$ cat config.mk
export PLATFORM = sky130hd
export DESIGN_NAME = mae_unit
export DESIGN_NICKNAME = d
export VERILOG_FILES = /design/src/mae_pkg.sv /design/src/mae_unit.sv
export VERILOG_INCLUDE_DIRS = /design/src
export SDC_FILE = /design/constraint.sdc
export NUM_CORES = 1
export LEC_CHECK = 0
export ABC_AREA = 1
export BUFFER_PORTS_ARGS = -buffer_cell sky130_fd_sc_hd__buf_4
export CAP_MARGIN = 40
export CORE_ASPECT_RATIO = 1.4
export CORE_MARGIN = 1.5
export CORE_UTILIZATION = 41
export CTS_BUF_LIST = sky130_fd_sc_hd__clkbuf_2 sky130_fd_sc_hd__clkbuf_4 sky130_fd_sc_hd__clkbuf_8
export DETAILED_ROUTE_END_ITERATION = 12
export PLACE_DENSITY = 0.65
export SYNTH_ARGS = -nofsm -noshare
export SYNTH_HDL_FRONTEND = slang
export SYNTH_SLANG_ARGS = --single-unit
$ cat constraint.sdc
create_clock -name mclk -period 3.6 [get_ports mclk]
set_clock_uncertainty 0.15 [all_clocks]
set_input_delay 0.36 -clock mclk [delete_from_list [all_inputs] [get_ports mclk]]
set_output_delay 0.36 -clock mclk [all_outputs]
set_load 0.01 [all_outputs]
$ cat src/mae_regs.svh
/*
  Register offsets, field positions and reset values of the address
  extension unit. Assumes the core register file decodes page 21 and
  group E and hands this block an 8-bit register number.
*/
`ifndef MAE_REGS_SVH
`define MAE_REGS_SVH
`define MAE_DPS0_OFF 8'hF0
`define MAE_DPS1_OFF 8'hF1
`define MAE_DPS2_OFF 8'hF2
`define MAE_DPS3_OFF 8'hF3
`define MAE_CSS_OFF 8'hF4
`define MAE_ISS_OFF 8'hF8
`define MAE_TSS_OFF 8'hF9
`define MAE_EXTENDED_MODE_REG_2_OFF 8'hF6
`define MAE_RELOC_BASE 8'hE0
`define MAE_PAGE_MAP 6'h15
`define MAE_EXTENDED_MODE_REG_2_RELOC_BIT 5
`define MAE_EXTENDED_MODE_REG_2_SAVE_BIT 6
`define MAE_CSS_RESET 6'h00
`define MAE_SEG_W 6
`define MAE_PAGE_W 8
`endif

$ cat src/mae_pkg.sv
/*
  Types of the address extension unit. Assumes nothing of its users.
*/
package mae_pkg;
  // Which kind of access asks for a physical address
  typedef enum logic [1:0] {
    MAE_REQ_DATA,
    MAE_REQ_FETCH,
    MAE_REQ_DMA
  } mae_req_t;
  // Irq stacking progress of the code segment
  typedef enum {
    MAE_IDLE,
    MAE_IN_IRQ
  } mae_state_t;
endpackage

$ cat src/mae_unit.sv
/*
  Address extension unit: turns 16-bit virtual addresses of fetch, data
  and DMA accesses into 22-bit physical addresses and holds the paging
  and segment registers.
  Assumes the core gives register accesses as one-cycle strobes with an
  8-bit register number and current page, and requests one translation
  per cycle; results appear one cycle later from flip-flops.
*/
// Notes on behaviour
// - Extend 16-bit virtual to 22-bit physical
// - 64 segments of four 16K pages
// - Data: offset 13:0, page register above
// - Virtual bits 15:14 pick page register
// - Paging only when no DMA runs
// - Segment mode: six-bit segment above 16
// - Fetch and DMA use segment mode
// - Code segment for fetch and program data
// - Segment jump, call, return load code segment
// - Code segment resets to zero
// - Segment registers keep six bits only
// - Interrupt fetch uses interrupt segment
// - DMA choice bit picks DMA or interrupt segment
// - Relocate bit moves page registers to E0
// - Save bit clear: irq code via interrupt segment
// - Save bit set: stack and load code segment
`include "mae_regs.svh"
`timescale 1ns/1ps
`default_nettype none
module mae_unit (
  input wire logic mclk,
  input wire logic nrst,
  // Register access from the core
  input wire logic reg_wr,
  input wire logic reg_rd,
  input wire logic [7:0] reg_num,
  input wire logic [5:0] reg_page,
  input wire logic [7:0] reg_wdata,
  output logic [7:0] reg_rdata,
  output logic reg_hit,
  // Translation request
  input wire logic req_valid,
  input wire mae_pkg::mae_req_t req_kind,
  input wire logic [15:0] req_vaddr,
  input wire logic req_prog_data,
  input wire logic in_irq,
  input wire logic dma_segment_choice,
  // Code segment updates from the sequencer
  input wire logic seg_load,
  input wire logic [5:0] seg_load_val,
  input wire logic irq_enter,
  input wire logic irq_return,
  input wire logic [5:0] irq_pop_val,
  output logic [5:0] irq_push_val,
  output logic irq_push,
  // Translated address
  output logic phys_valid,
  output logic [21:0] phys_addr
);

  // Synchronised reset copy
  logic rst_meta_reg;
  logic rst_n_reg;

  // Reset release, two flops
  always_ff @(posedge mclk or negedge nrst) begin
    if (!nrst) begin
      rst_meta_reg <= 1'b0;
      rst_n_reg <= 1'b0;
    end else begin
      rst_meta_reg <= 1'b1;
      rst_n_reg <= rst_meta_reg;
    end
  end

  // Page registers, undefined at reset in the part; zero here for safety
  logic [7:0] dps_reg [4];
  logic [7:0] dps_next [4];
  logic [5:0] css_reg, css_next;
  logic [5:0] iss_reg, iss_next;
  logic [5:0] tss_reg, tss_next;
  // Mode bits of extended mode register 2
  logic page_reg_relocate_reg, page_reg_relocate_next;
  logic save_code_seg_on_irq_reg, save_code_seg_on_irq_next;
  logic [7:0] extended_mode_reg_2_other_reg, extended_mode_reg_2_other_next;
  // Register port answer
  logic [7:0] rdata_reg, rdata_next;
  logic hit_reg, hit_next;
  // Irq stacking outputs
  logic push_reg, push_next;
  logic [5:0] push_val_reg, push_val_next;
  // Translation outputs
  logic pv_reg, pv_next;
  logic [21:0] pa_reg, pa_next;
  mae_pkg::mae_state_t st_reg, st_next;

  // Decoded register index: 0-3 page, 4 code, 5 irq, 6 dma, 7 extended_mode_reg_2, 8 none
  function automatic logic [3:0] decode(input logic [7:0] num, input logic [5:0] pg,
                                        input logic reloc);
    logic [3:0] r;
    r = 4'h8;
    if (reloc && num[7:2] == 6'(`MAE_RELOC_BASE >> 2))
      r = {2'b00, num[1:0]};
    else if (pg == `MAE_PAGE_MAP) begin
      case (num)
        `MAE_DPS0_OFF, `MAE_DPS1_OFF, `MAE_DPS2_OFF, `MAE_DPS3_OFF:
          r = reloc ? 4'h8 : {2'b00, num[1:0]};
        `MAE_CSS_OFF: r = 4'h4;
        `MAE_ISS_OFF: r = 4'h5;
        `MAE_TSS_OFF: r = 4'h6;
        `MAE_EXTENDED_MODE_REG_2_OFF: r = 4'h7;
        default: r = 4'h8;
      endcase
    end
    return r;
  endfunction

  // Register file next values
  always_comb begin
    logic [3:0] idx;
    idx = decode(reg_num, reg_page, page_reg_relocate_reg);
    for (int i = 0; i < 4; i++) dps_next[i] = dps_reg[i];
    css_next = css_reg;
    iss_next = iss_reg;
    tss_next = tss_reg;
    page_reg_relocate_next = page_reg_relocate_reg;
    save_code_seg_on_irq_next = save_code_seg_on_irq_reg;
    extended_mode_reg_2_other_next = extended_mode_reg_2_other_reg;
    rdata_next = rdata_reg;
    hit_next = 1'b0;
    push_next = 1'b0;
    push_val_next = push_val_reg;
    st_next = st_reg;
    if (reg_wr && idx != 4'h8) begin
      case (idx)
        4'h4: css_next = reg_wdata[5:0];
        4'h5: iss_next = reg_wdata[5:0];
        4'h6: tss_next = reg_wdata[5:0];
        4'h7: begin
          extended_mode_reg_2_other_next = reg_wdata;
          page_reg_relocate_next = reg_wdata[`MAE_EXTENDED_MODE_REG_2_RELOC_BIT];
          save_code_seg_on_irq_next = reg_wdata[`MAE_EXTENDED_MODE_REG_2_SAVE_BIT];
        end
        default: dps_next[idx[1:0]] = reg_wdata;
      endcase
    end
    if (reg_rd || reg_wr)
      hit_next = (idx != 4'h8);
    if (reg_rd) begin
      case (idx)
        4'h4: rdata_next = {2'b00, css_reg};
        4'h5: rdata_next = {2'b00, iss_reg};
        4'h6: rdata_next = {2'b00, tss_reg};
        4'h7: rdata_next = extended_mode_reg_2_other_reg;
        4'h8: rdata_next = 8'h00;
        default: rdata_next = dps_reg[idx[1:0]];
      endcase
    end
    if (seg_load)
      css_next = seg_load_val;
    case (st_reg)
      mae_pkg::MAE_IDLE: begin
        if (irq_enter) begin
          st_next = mae_pkg::MAE_IN_IRQ;
          if (save_code_seg_on_irq_reg) begin
            push_next = 1'b1;
            push_val_next = css_reg;
            css_next = iss_reg;
          end
        end
      end
      mae_pkg::MAE_IN_IRQ: begin
        if (irq_return) begin
          st_next = mae_pkg::MAE_IDLE;
          if (save_code_seg_on_irq_reg)
            css_next = irq_pop_val;
        end
      end
      default: st_next = mae_pkg::MAE_IDLE;
    endcase
  end

  // Register file flops
  always_ff @(posedge mclk or negedge rst_n_reg) begin
    if (!rst_n_reg) begin
      for (int i = 0; i < 4; i++) dps_reg[i] <= 8'h00;
      css_reg <= `MAE_CSS_RESET;
      iss_reg <= 6'h00;
      tss_reg <= 6'h00;
      page_reg_relocate_reg <= 1'b0;
      save_code_seg_on_irq_reg <= 1'b0;
      extended_mode_reg_2_other_reg <= 8'h00;
      rdata_reg <= 8'h00;
      hit_reg <= 1'b0;
      push_reg <= 1'b0;
      push_val_reg <= 6'h00;
      st_reg <= mae_pkg::MAE_IDLE;
    end else begin
      for (int i = 0; i < 4; i++) dps_reg[i] <= dps_next[i];
      css_reg <= css_next;
      iss_reg <= iss_next;
      tss_reg <= tss_next;
      page_reg_relocate_reg <= page_reg_relocate_next;
      save_code_seg_on_irq_reg <= save_code_seg_on_irq_next;
      extended_mode_reg_2_other_reg <= extended_mode_reg_2_other_next;
      rdata_reg <= rdata_next;
      hit_reg <= hit_next;
      push_reg <= push_next;
      push_val_reg <= push_val_next;
      st_reg <= st_next;
    end
  end

  always_comb begin
    logic [5:0] seg;
    seg = css_reg;
    pv_next = req_valid;
    pa_next = pa_reg;
    if (req_valid) begin
      case (req_kind)
        mae_pkg::MAE_REQ_DMA: begin
          seg = dma_segment_choice ? tss_reg : iss_reg;
          pa_next = {seg, req_vaddr};
        end
        mae_pkg::MAE_REQ_FETCH: begin
          // irq code via interrupt segment when not saving
          seg = (in_irq && !save_code_seg_on_irq_reg) ? iss_reg : css_reg;
          pa_next = {seg, req_vaddr};
        end
        default: begin
          if (req_prog_data)
            pa_next = {css_reg, req_vaddr};
          else
            pa_next = {dps_reg[req_vaddr[15:14]], req_vaddr[13:0]};
        end
      endcase
    end
  end

  always_ff @(posedge mclk or negedge rst_n_reg) begin
    if (!rst_n_reg) begin
      pv_reg <= 1'b0;
      pa_reg <= 22'h000000;
    end else begin
      pv_reg <= pv_next;
      pa_reg <= pa_next;
    end
  end

  assign reg_rdata = rdata_reg;
  assign reg_hit = hit_reg;
  assign irq_push = push_reg;
  assign irq_push_val = push_val_reg;
  assign phys_valid = pv_reg;
  assign phys_addr = pa_reg;

  property p_page_pick;
    @(posedge mclk) disable iff (!rst_n_reg)
      (req_valid && req_kind == mae_pkg::MAE_REQ_DATA && !req_prog_data)
      |=> phys_addr == {$past(dps_reg[req_vaddr[15:14]]), $past(req_vaddr[13:0])};
  endproperty
  a_page_pick: assert property (p_page_pick) else $error("page translation wrong");

  property p_dma_seg;
    @(posedge mclk) disable iff (!rst_n_reg)
      (req_valid && req_kind == mae_pkg::MAE_REQ_DMA && dma_segment_choice)
      |=> phys_addr[21:16] == $past(tss_reg) && phys_addr[15:0] == $past(req_vaddr);
  endproperty
  a_dma_seg: assert property (p_dma_seg) else $error("dma segment wrong");

  property p_dma_iss;
    @(posedge mclk) disable iff (!rst_n_reg)
      (req_valid && req_kind == mae_pkg::MAE_REQ_DMA && !dma_segment_choice)
      |=> phys_addr[21:16] == $past(iss_reg) && phys_addr[15:0] == $past(req_vaddr);
  endproperty
  a_dma_iss: assert property (p_dma_iss) else $error("dma irq segment wrong");

  property p_fetch;
    @(posedge mclk) disable iff (!rst_n_reg)
      (req_valid && req_kind == mae_pkg::MAE_REQ_FETCH && !in_irq)
      |=> phys_addr == {$past(css_reg), $past(req_vaddr)};
  endproperty
  a_fetch: assert property (p_fetch) else $error("fetch segment wrong");

  property p_irq_fetch;
    @(posedge mclk) disable iff (!rst_n_reg)
      (req_valid && req_kind == mae_pkg::MAE_REQ_FETCH && in_irq && !save_code_seg_on_irq_reg)
      |=> phys_addr[21:16] == $past(iss_reg);
  endproperty
  a_irq_fetch: assert property (p_irq_fetch) else $error("irq fetch segment wrong");

  property p_save;
    @(posedge mclk) disable iff (!rst_n_reg)
      (st_reg == mae_pkg::MAE_IDLE && irq_enter && save_code_seg_on_irq_reg && !seg_load)
      |=> irq_push && irq_push_val == $past(css_reg) && css_reg == $past(iss_reg);
  endproperty
  a_save: assert property (p_save) else $error("code segment not stacked");

  property p_rsv;
    @(posedge mclk) disable iff (!rst_n_reg)
      reg_rd && reg_num == `MAE_CSS_OFF && reg_page == `MAE_PAGE_MAP
      |=> reg_rdata[7:6] == 2'b00 && reg_hit;
  endproperty
  a_rsv: assert property (p_rsv) else $error("reserved bits not zero");

  property p_load;
    @(posedge mclk) disable iff (!rst_n_reg)
      seg_load && !irq_enter && !irq_return |=> css_reg == $past(seg_load_val);
  endproperty
  a_load: assert property (p_load) else $error("segment load lost");

  c_dma: cover property (@(posedge mclk) req_valid && req_kind == mae_pkg::MAE_REQ_DMA);
  c_irq: cover property (@(posedge mclk) irq_push);
  c_reloc: cover property (@(posedge mclk) page_reg_relocate_reg && reg_hit);

endmodule
`default_nettype wire

=== After elaboration in Yosys (flattened, before gate mapping) ===
Cells that the tools add are included.

* Input port bits: 63
* Output and inout port bits: 39
* Register bits: 133
* Logic and storage cells: 94

* Equal/unequal tests: 21
* Muxes and demuxes: 33
* Reductions and logical operators: 15
* Bitwise gates (word level): 3
* Order comparisons: 3

{| class="wikitable"
|+ Operators by type and width
! kind !! number
|-
| $eq A8 B8 Y1 const B || 8
|-
| $mux W32 || 2
|-
| $pmux W32 S2 || 1
|-
| $mux W6 || 9
|-
| $pmux W22 S2 || 1
|-
| $mux W8 || 5
|-
| $pmux W8 S5 || 1
|-
| $bmux W8 S2 || 2
|-
| $bwmux W32 || 1
|-
| $eq A32 B1 Y1 const B || 1
|-
| $logic_not A32 Y1 || 1
|-
| $mux W22 || 1
|-
| $pmux W4 S5 || 1
|-
| $demux W8 S2 || 1
|-
| $eq A4 B3 Y1 const B || 4
|-
| $mux W4 || 3
|-
| $pmux W6 S2 || 1
|-
| $reduce_and A2 Y1 || 5
|-
| $reduce_or A4 Y1 || 2
|-
| $eq A6 B5 Y1 const B || 1
|-
| $eq A6 B6 Y1 const B || 1
|-
| $ge A3 B3 Y1 const B || 2
|-
| $not A2 Y3 || 2
|-
| $eq A4 B4 Y1 const B || 1
|-
| other kinds (11) || 18
|}

=== Logic depth before layout (Yosys ltp) ===
* Word-level depth: 12
* Depth in mapped cells: 16
* Mapped depth without buffers: 15

=== Least setup slack after synthesis ===
Ideal clock, no wire load.

* Path type: register to register
* Start: reg, netlist name extended_mode_reg_2_other_reg[5]
* End: reg extended_mode_reg_2_other_reg[6]
* Arrival: 1.649 ns
* Required time: 3.326 ns
* Library setup time: 0.124 ns
* Cell stages (with the launch flop): 11
* Path slack: 1.677 ns
* Path buffers: 2
* Cells stage by stage: dfrtp_1 -> buf_4 -> nor3_1 -> nor2_4 -> nor2_4 -> nor2_8 -> nor3_4 -> nand2_2 -> buf_4 -> nand2_1 -> o21ai_1

{| class="wikitable"
|+ RTL lines
! item !! RTL line !! source
|-
| to (signal assigned) || mae_unit.sv:204 || <nowiki>extended_mode_reg_2_other_reg <= extended_mode_reg_2_other_next;</nowiki>
|-
| to (decl) || mae_unit.sv:84 || <nowiki>logic [7:0] extended_mode_reg_2_other_reg, extended_mode_reg_2_other_next;</nowiki>
|}

==> results.md <==
* Outcome: finished clean
* Worst-path cell chain: nand3_1 > nor2_1 > nor2_2 > a21oi_4 > nand2_4 > nor2_8 > nand2_2 > o21ai_1 > nand2_1 > nand2_1 > nand2_1
* R2R Path Start: extended_mode_reg_2_other_reg[5]
* CP max-delay cell: dfrtp_1
* Post-synth top flop: dfrtp_1
* TritonCTS clock tree: built
* Leakage at 3.156 nW
* R2r worst-path depth at 11
* Vias in the first global route at 5,092
* GRT Overall Usage at 22.61%
* Final hold violations at 0
* Endpoints failing setup at 0
* Power Density at 350.6 nW/um2
* Worst-path clk slew at 0.11 ns
* DP Cell Count at 955
* Slew HR at 56.95%
* Htree depth at 3
* Post-synth EDFFs at 0
* Initial antenna violation count at 0
* Synth Instances at 694
* CP most frequent cell: nand2_1
* Worst hold path type: in2reg
* Final wirelength at 15.63 mm
* Clk_lat worst skew at 0.38 ns
* Antenna-violating nets left at 0
* Vias at 5,147
* Die height at 140.8 um
* Final Cycle Share at 67.84%
* Syn avg cell area at 8.012 um2
* R2r setup slk at 1.16 ns
* Fmax at 409.5 MHz
* Input/output buffers at 101
* Row cnt at 50
* Layout fillers at 1,303
* Antenna cell count at 0
* Gr ovfl total at 0
* Crit Path Class: reg2reg
* RePlAce Congestion at 0.8796
* Ys async rst share at 100.0%
* Drt wl/cell at 16.08 um
* Net count after synthesis at 759
* Period minus WS final at 2.442 ns
* WHS Path Cells at 2
* Synth cell types at 36
* Slowest cell delay on critical path at 0.52 ns
* Final net count at 850
* R2R Path End: css_reg[3]
* Flops & latches, synth at 100
* Sink of the worst hold path: st_reg[0]
* RSZ-0062 raised after global routing: no
* Worst slew pin tran at 0.6390 ns
* DR iter-0 viols at 310
* Share of cells above drive strength 1 at 24.18%
* Storage cell area at 2506 um2
* Synth-to-Final Area Change at 19.58%
* Worst Path Max Fanout at 12
* First-pass GRT wire length at 25.08 mm
* First drt pass iteration count at 5
* Post_cts resized at 0
* HPWL after DPL at 11.76 mm
* Mapped Area at 5560 um2
* Max reg flops at 32
* Drc violations at 0
* Slew Limit Fails at 0
* Via/cell ratio at 5.295
* Worst Path Required at 3.73 ns
* Initial Util at 41.73%
* Startpoint Class: flip-flop
* Hold Crit Start: irq_return
* Core area at 13,330 um2
* Area share of the largest cell type after synthesis at 45.00%
* Setup TNS at 0 ns
* Clock sink count at 100
* Die X at 101.4 um
* IO Count at 102
* Setup crit end kind: flip-flop
* Largest net degree at the start of global routing at 38
* Clk buf depth at 2
* Largest cells by area after synthesis: dfrtp_1 (45%), nand2_1 (12%), o21ai_0 (5.4%)
* Final core occ at 49.90%
* Area of the multi-input gates at 2664 um2
* Arrival time worst endpoint at 2.57 ns
* Root buf cell: clkbuf_8
* Final Non-Filler Cells at 972
* MaxCap Viol Count at 0
* Die area at 14,280 um2
* Synth warn at 0
* Hold WS at 0.04244 ns
* Maximum vdd ir drop at 0.1727 mV
* Sequential area share after synthesis at 45.00%
* Yosys top cell by area: dfrtp_1
* CTS buffer count at 9
-- cells in the final DEF (no fill, tap or decap), types with 9 or more instances in the layout --
cell      netlist  routed
a21oi_1        24      24
o21ai_2         9       9
inv_1          56      56
nand2_1       178     178
o22ai_1         9       9
o21ai_1        56      56
nor2_1         51      51
buf_4           7     103
dfrtp_1       100      99
clkbuf_8        0       9
o21ai_0        60      60
mux2_2         14      14
nand3_1        39      39
-- how the worst max path moves through the flow --
| stage | from | endpoint | slack [ns] |
|---|---|---|---|
| final | extended_mode_reg_2_other_reg[5] | css_reg[3] | 1.16 |
| after global routing | extended_mode_reg_2_other_reg[5] | css_reg[2] | 0.99 |
| after CTS | extended_mode_reg_2_other_reg[5] | css_reg[3] | 1.18 |
| after detailed placement | reg_num[1] | css_reg[3] | 1.08 |
| after global placement | reg_num[1] | css_reg[0] | 1.18 |
| after floorplan | rst_n_reg | css_reg[0] | 0.46 |
-- layout make-up --
type,instances,share of cell area [%]
timing repair buffer,105,12.08
clock inverter,7,1.261
clock buffer,9,1.863
inverter,64,3.613
multi-input combinational,505,40.06
sequential,100,37.69
tap,182,3.425
-- cell usage after synthesis (all sizes together), types with 5 or more instances --
cell	count
nand2	192
clkbuf	11
mux2	14
inv	63
o22ai	9
nand3	43
dfrtp	100
nor2	68
a21oi	26
o211ai	5
nand4	8
buf	14
o21ai	127
-- what timing repair did --
| action | in CTS | in global routing |
|---|---|---|
| hold buffers | 1 | 0 |
| setup buffers | 0 | 0 |
| setup endpoints to repair | 0 | 0 |
| hold endpoints to repair | 2 | 0 |
-- worst max-delay path, delay by kind of cell (launching register included) --
family,cells,cell delay (ns)
AO/OA/AOI/OAI,2,0.63
AND/OR/NAND/NOR,9,1.03
flip-flops,1,0.52
-- cells by family after synthesis --
group / count (synthesis) / synth area share (%)
compound gates: 173 / 17.62
fa+ha+maj: 2 / 0.4500
buf+inv: 89 / 7.088
flops: 100 / 45.00
mux: 14 / 2.835
other cells: 1 / 0.06744
simple gates: 315 / 26.94
-- power by group --
group	internal (W)	leakage [nW]	switching (W)
combinational	0.000155	1.75	0.000201
clock	0.000333	0.0959	0.000429
sequential	0.00117	1.31	0.0000430
-- routing by layer --
layer / global-route usage [%] / share of wire (%) / vias to the layer above
li1: - / - / 2470
met1: 27.04 / 40 / 2472
met2: 38.89 / 51 / 172
met3: 3.718 / 4.8 / 33
met4: 11.18 / 4.2 / 0
met5: 0 / 0 / -
-- stage by stage --
step	instance area, um2	worst slack, ns	total power, W
floorplan	5560	0.4582	0.001407
global placement	6411	1.175	0.001575
detailed placement	6431	1.079	0.001590
CTS	6649	1.177	0.002348
global route	6649	0.9938	0.002438
finish	6649	1.158	0.002331
(Power assumes the default switching activity.)
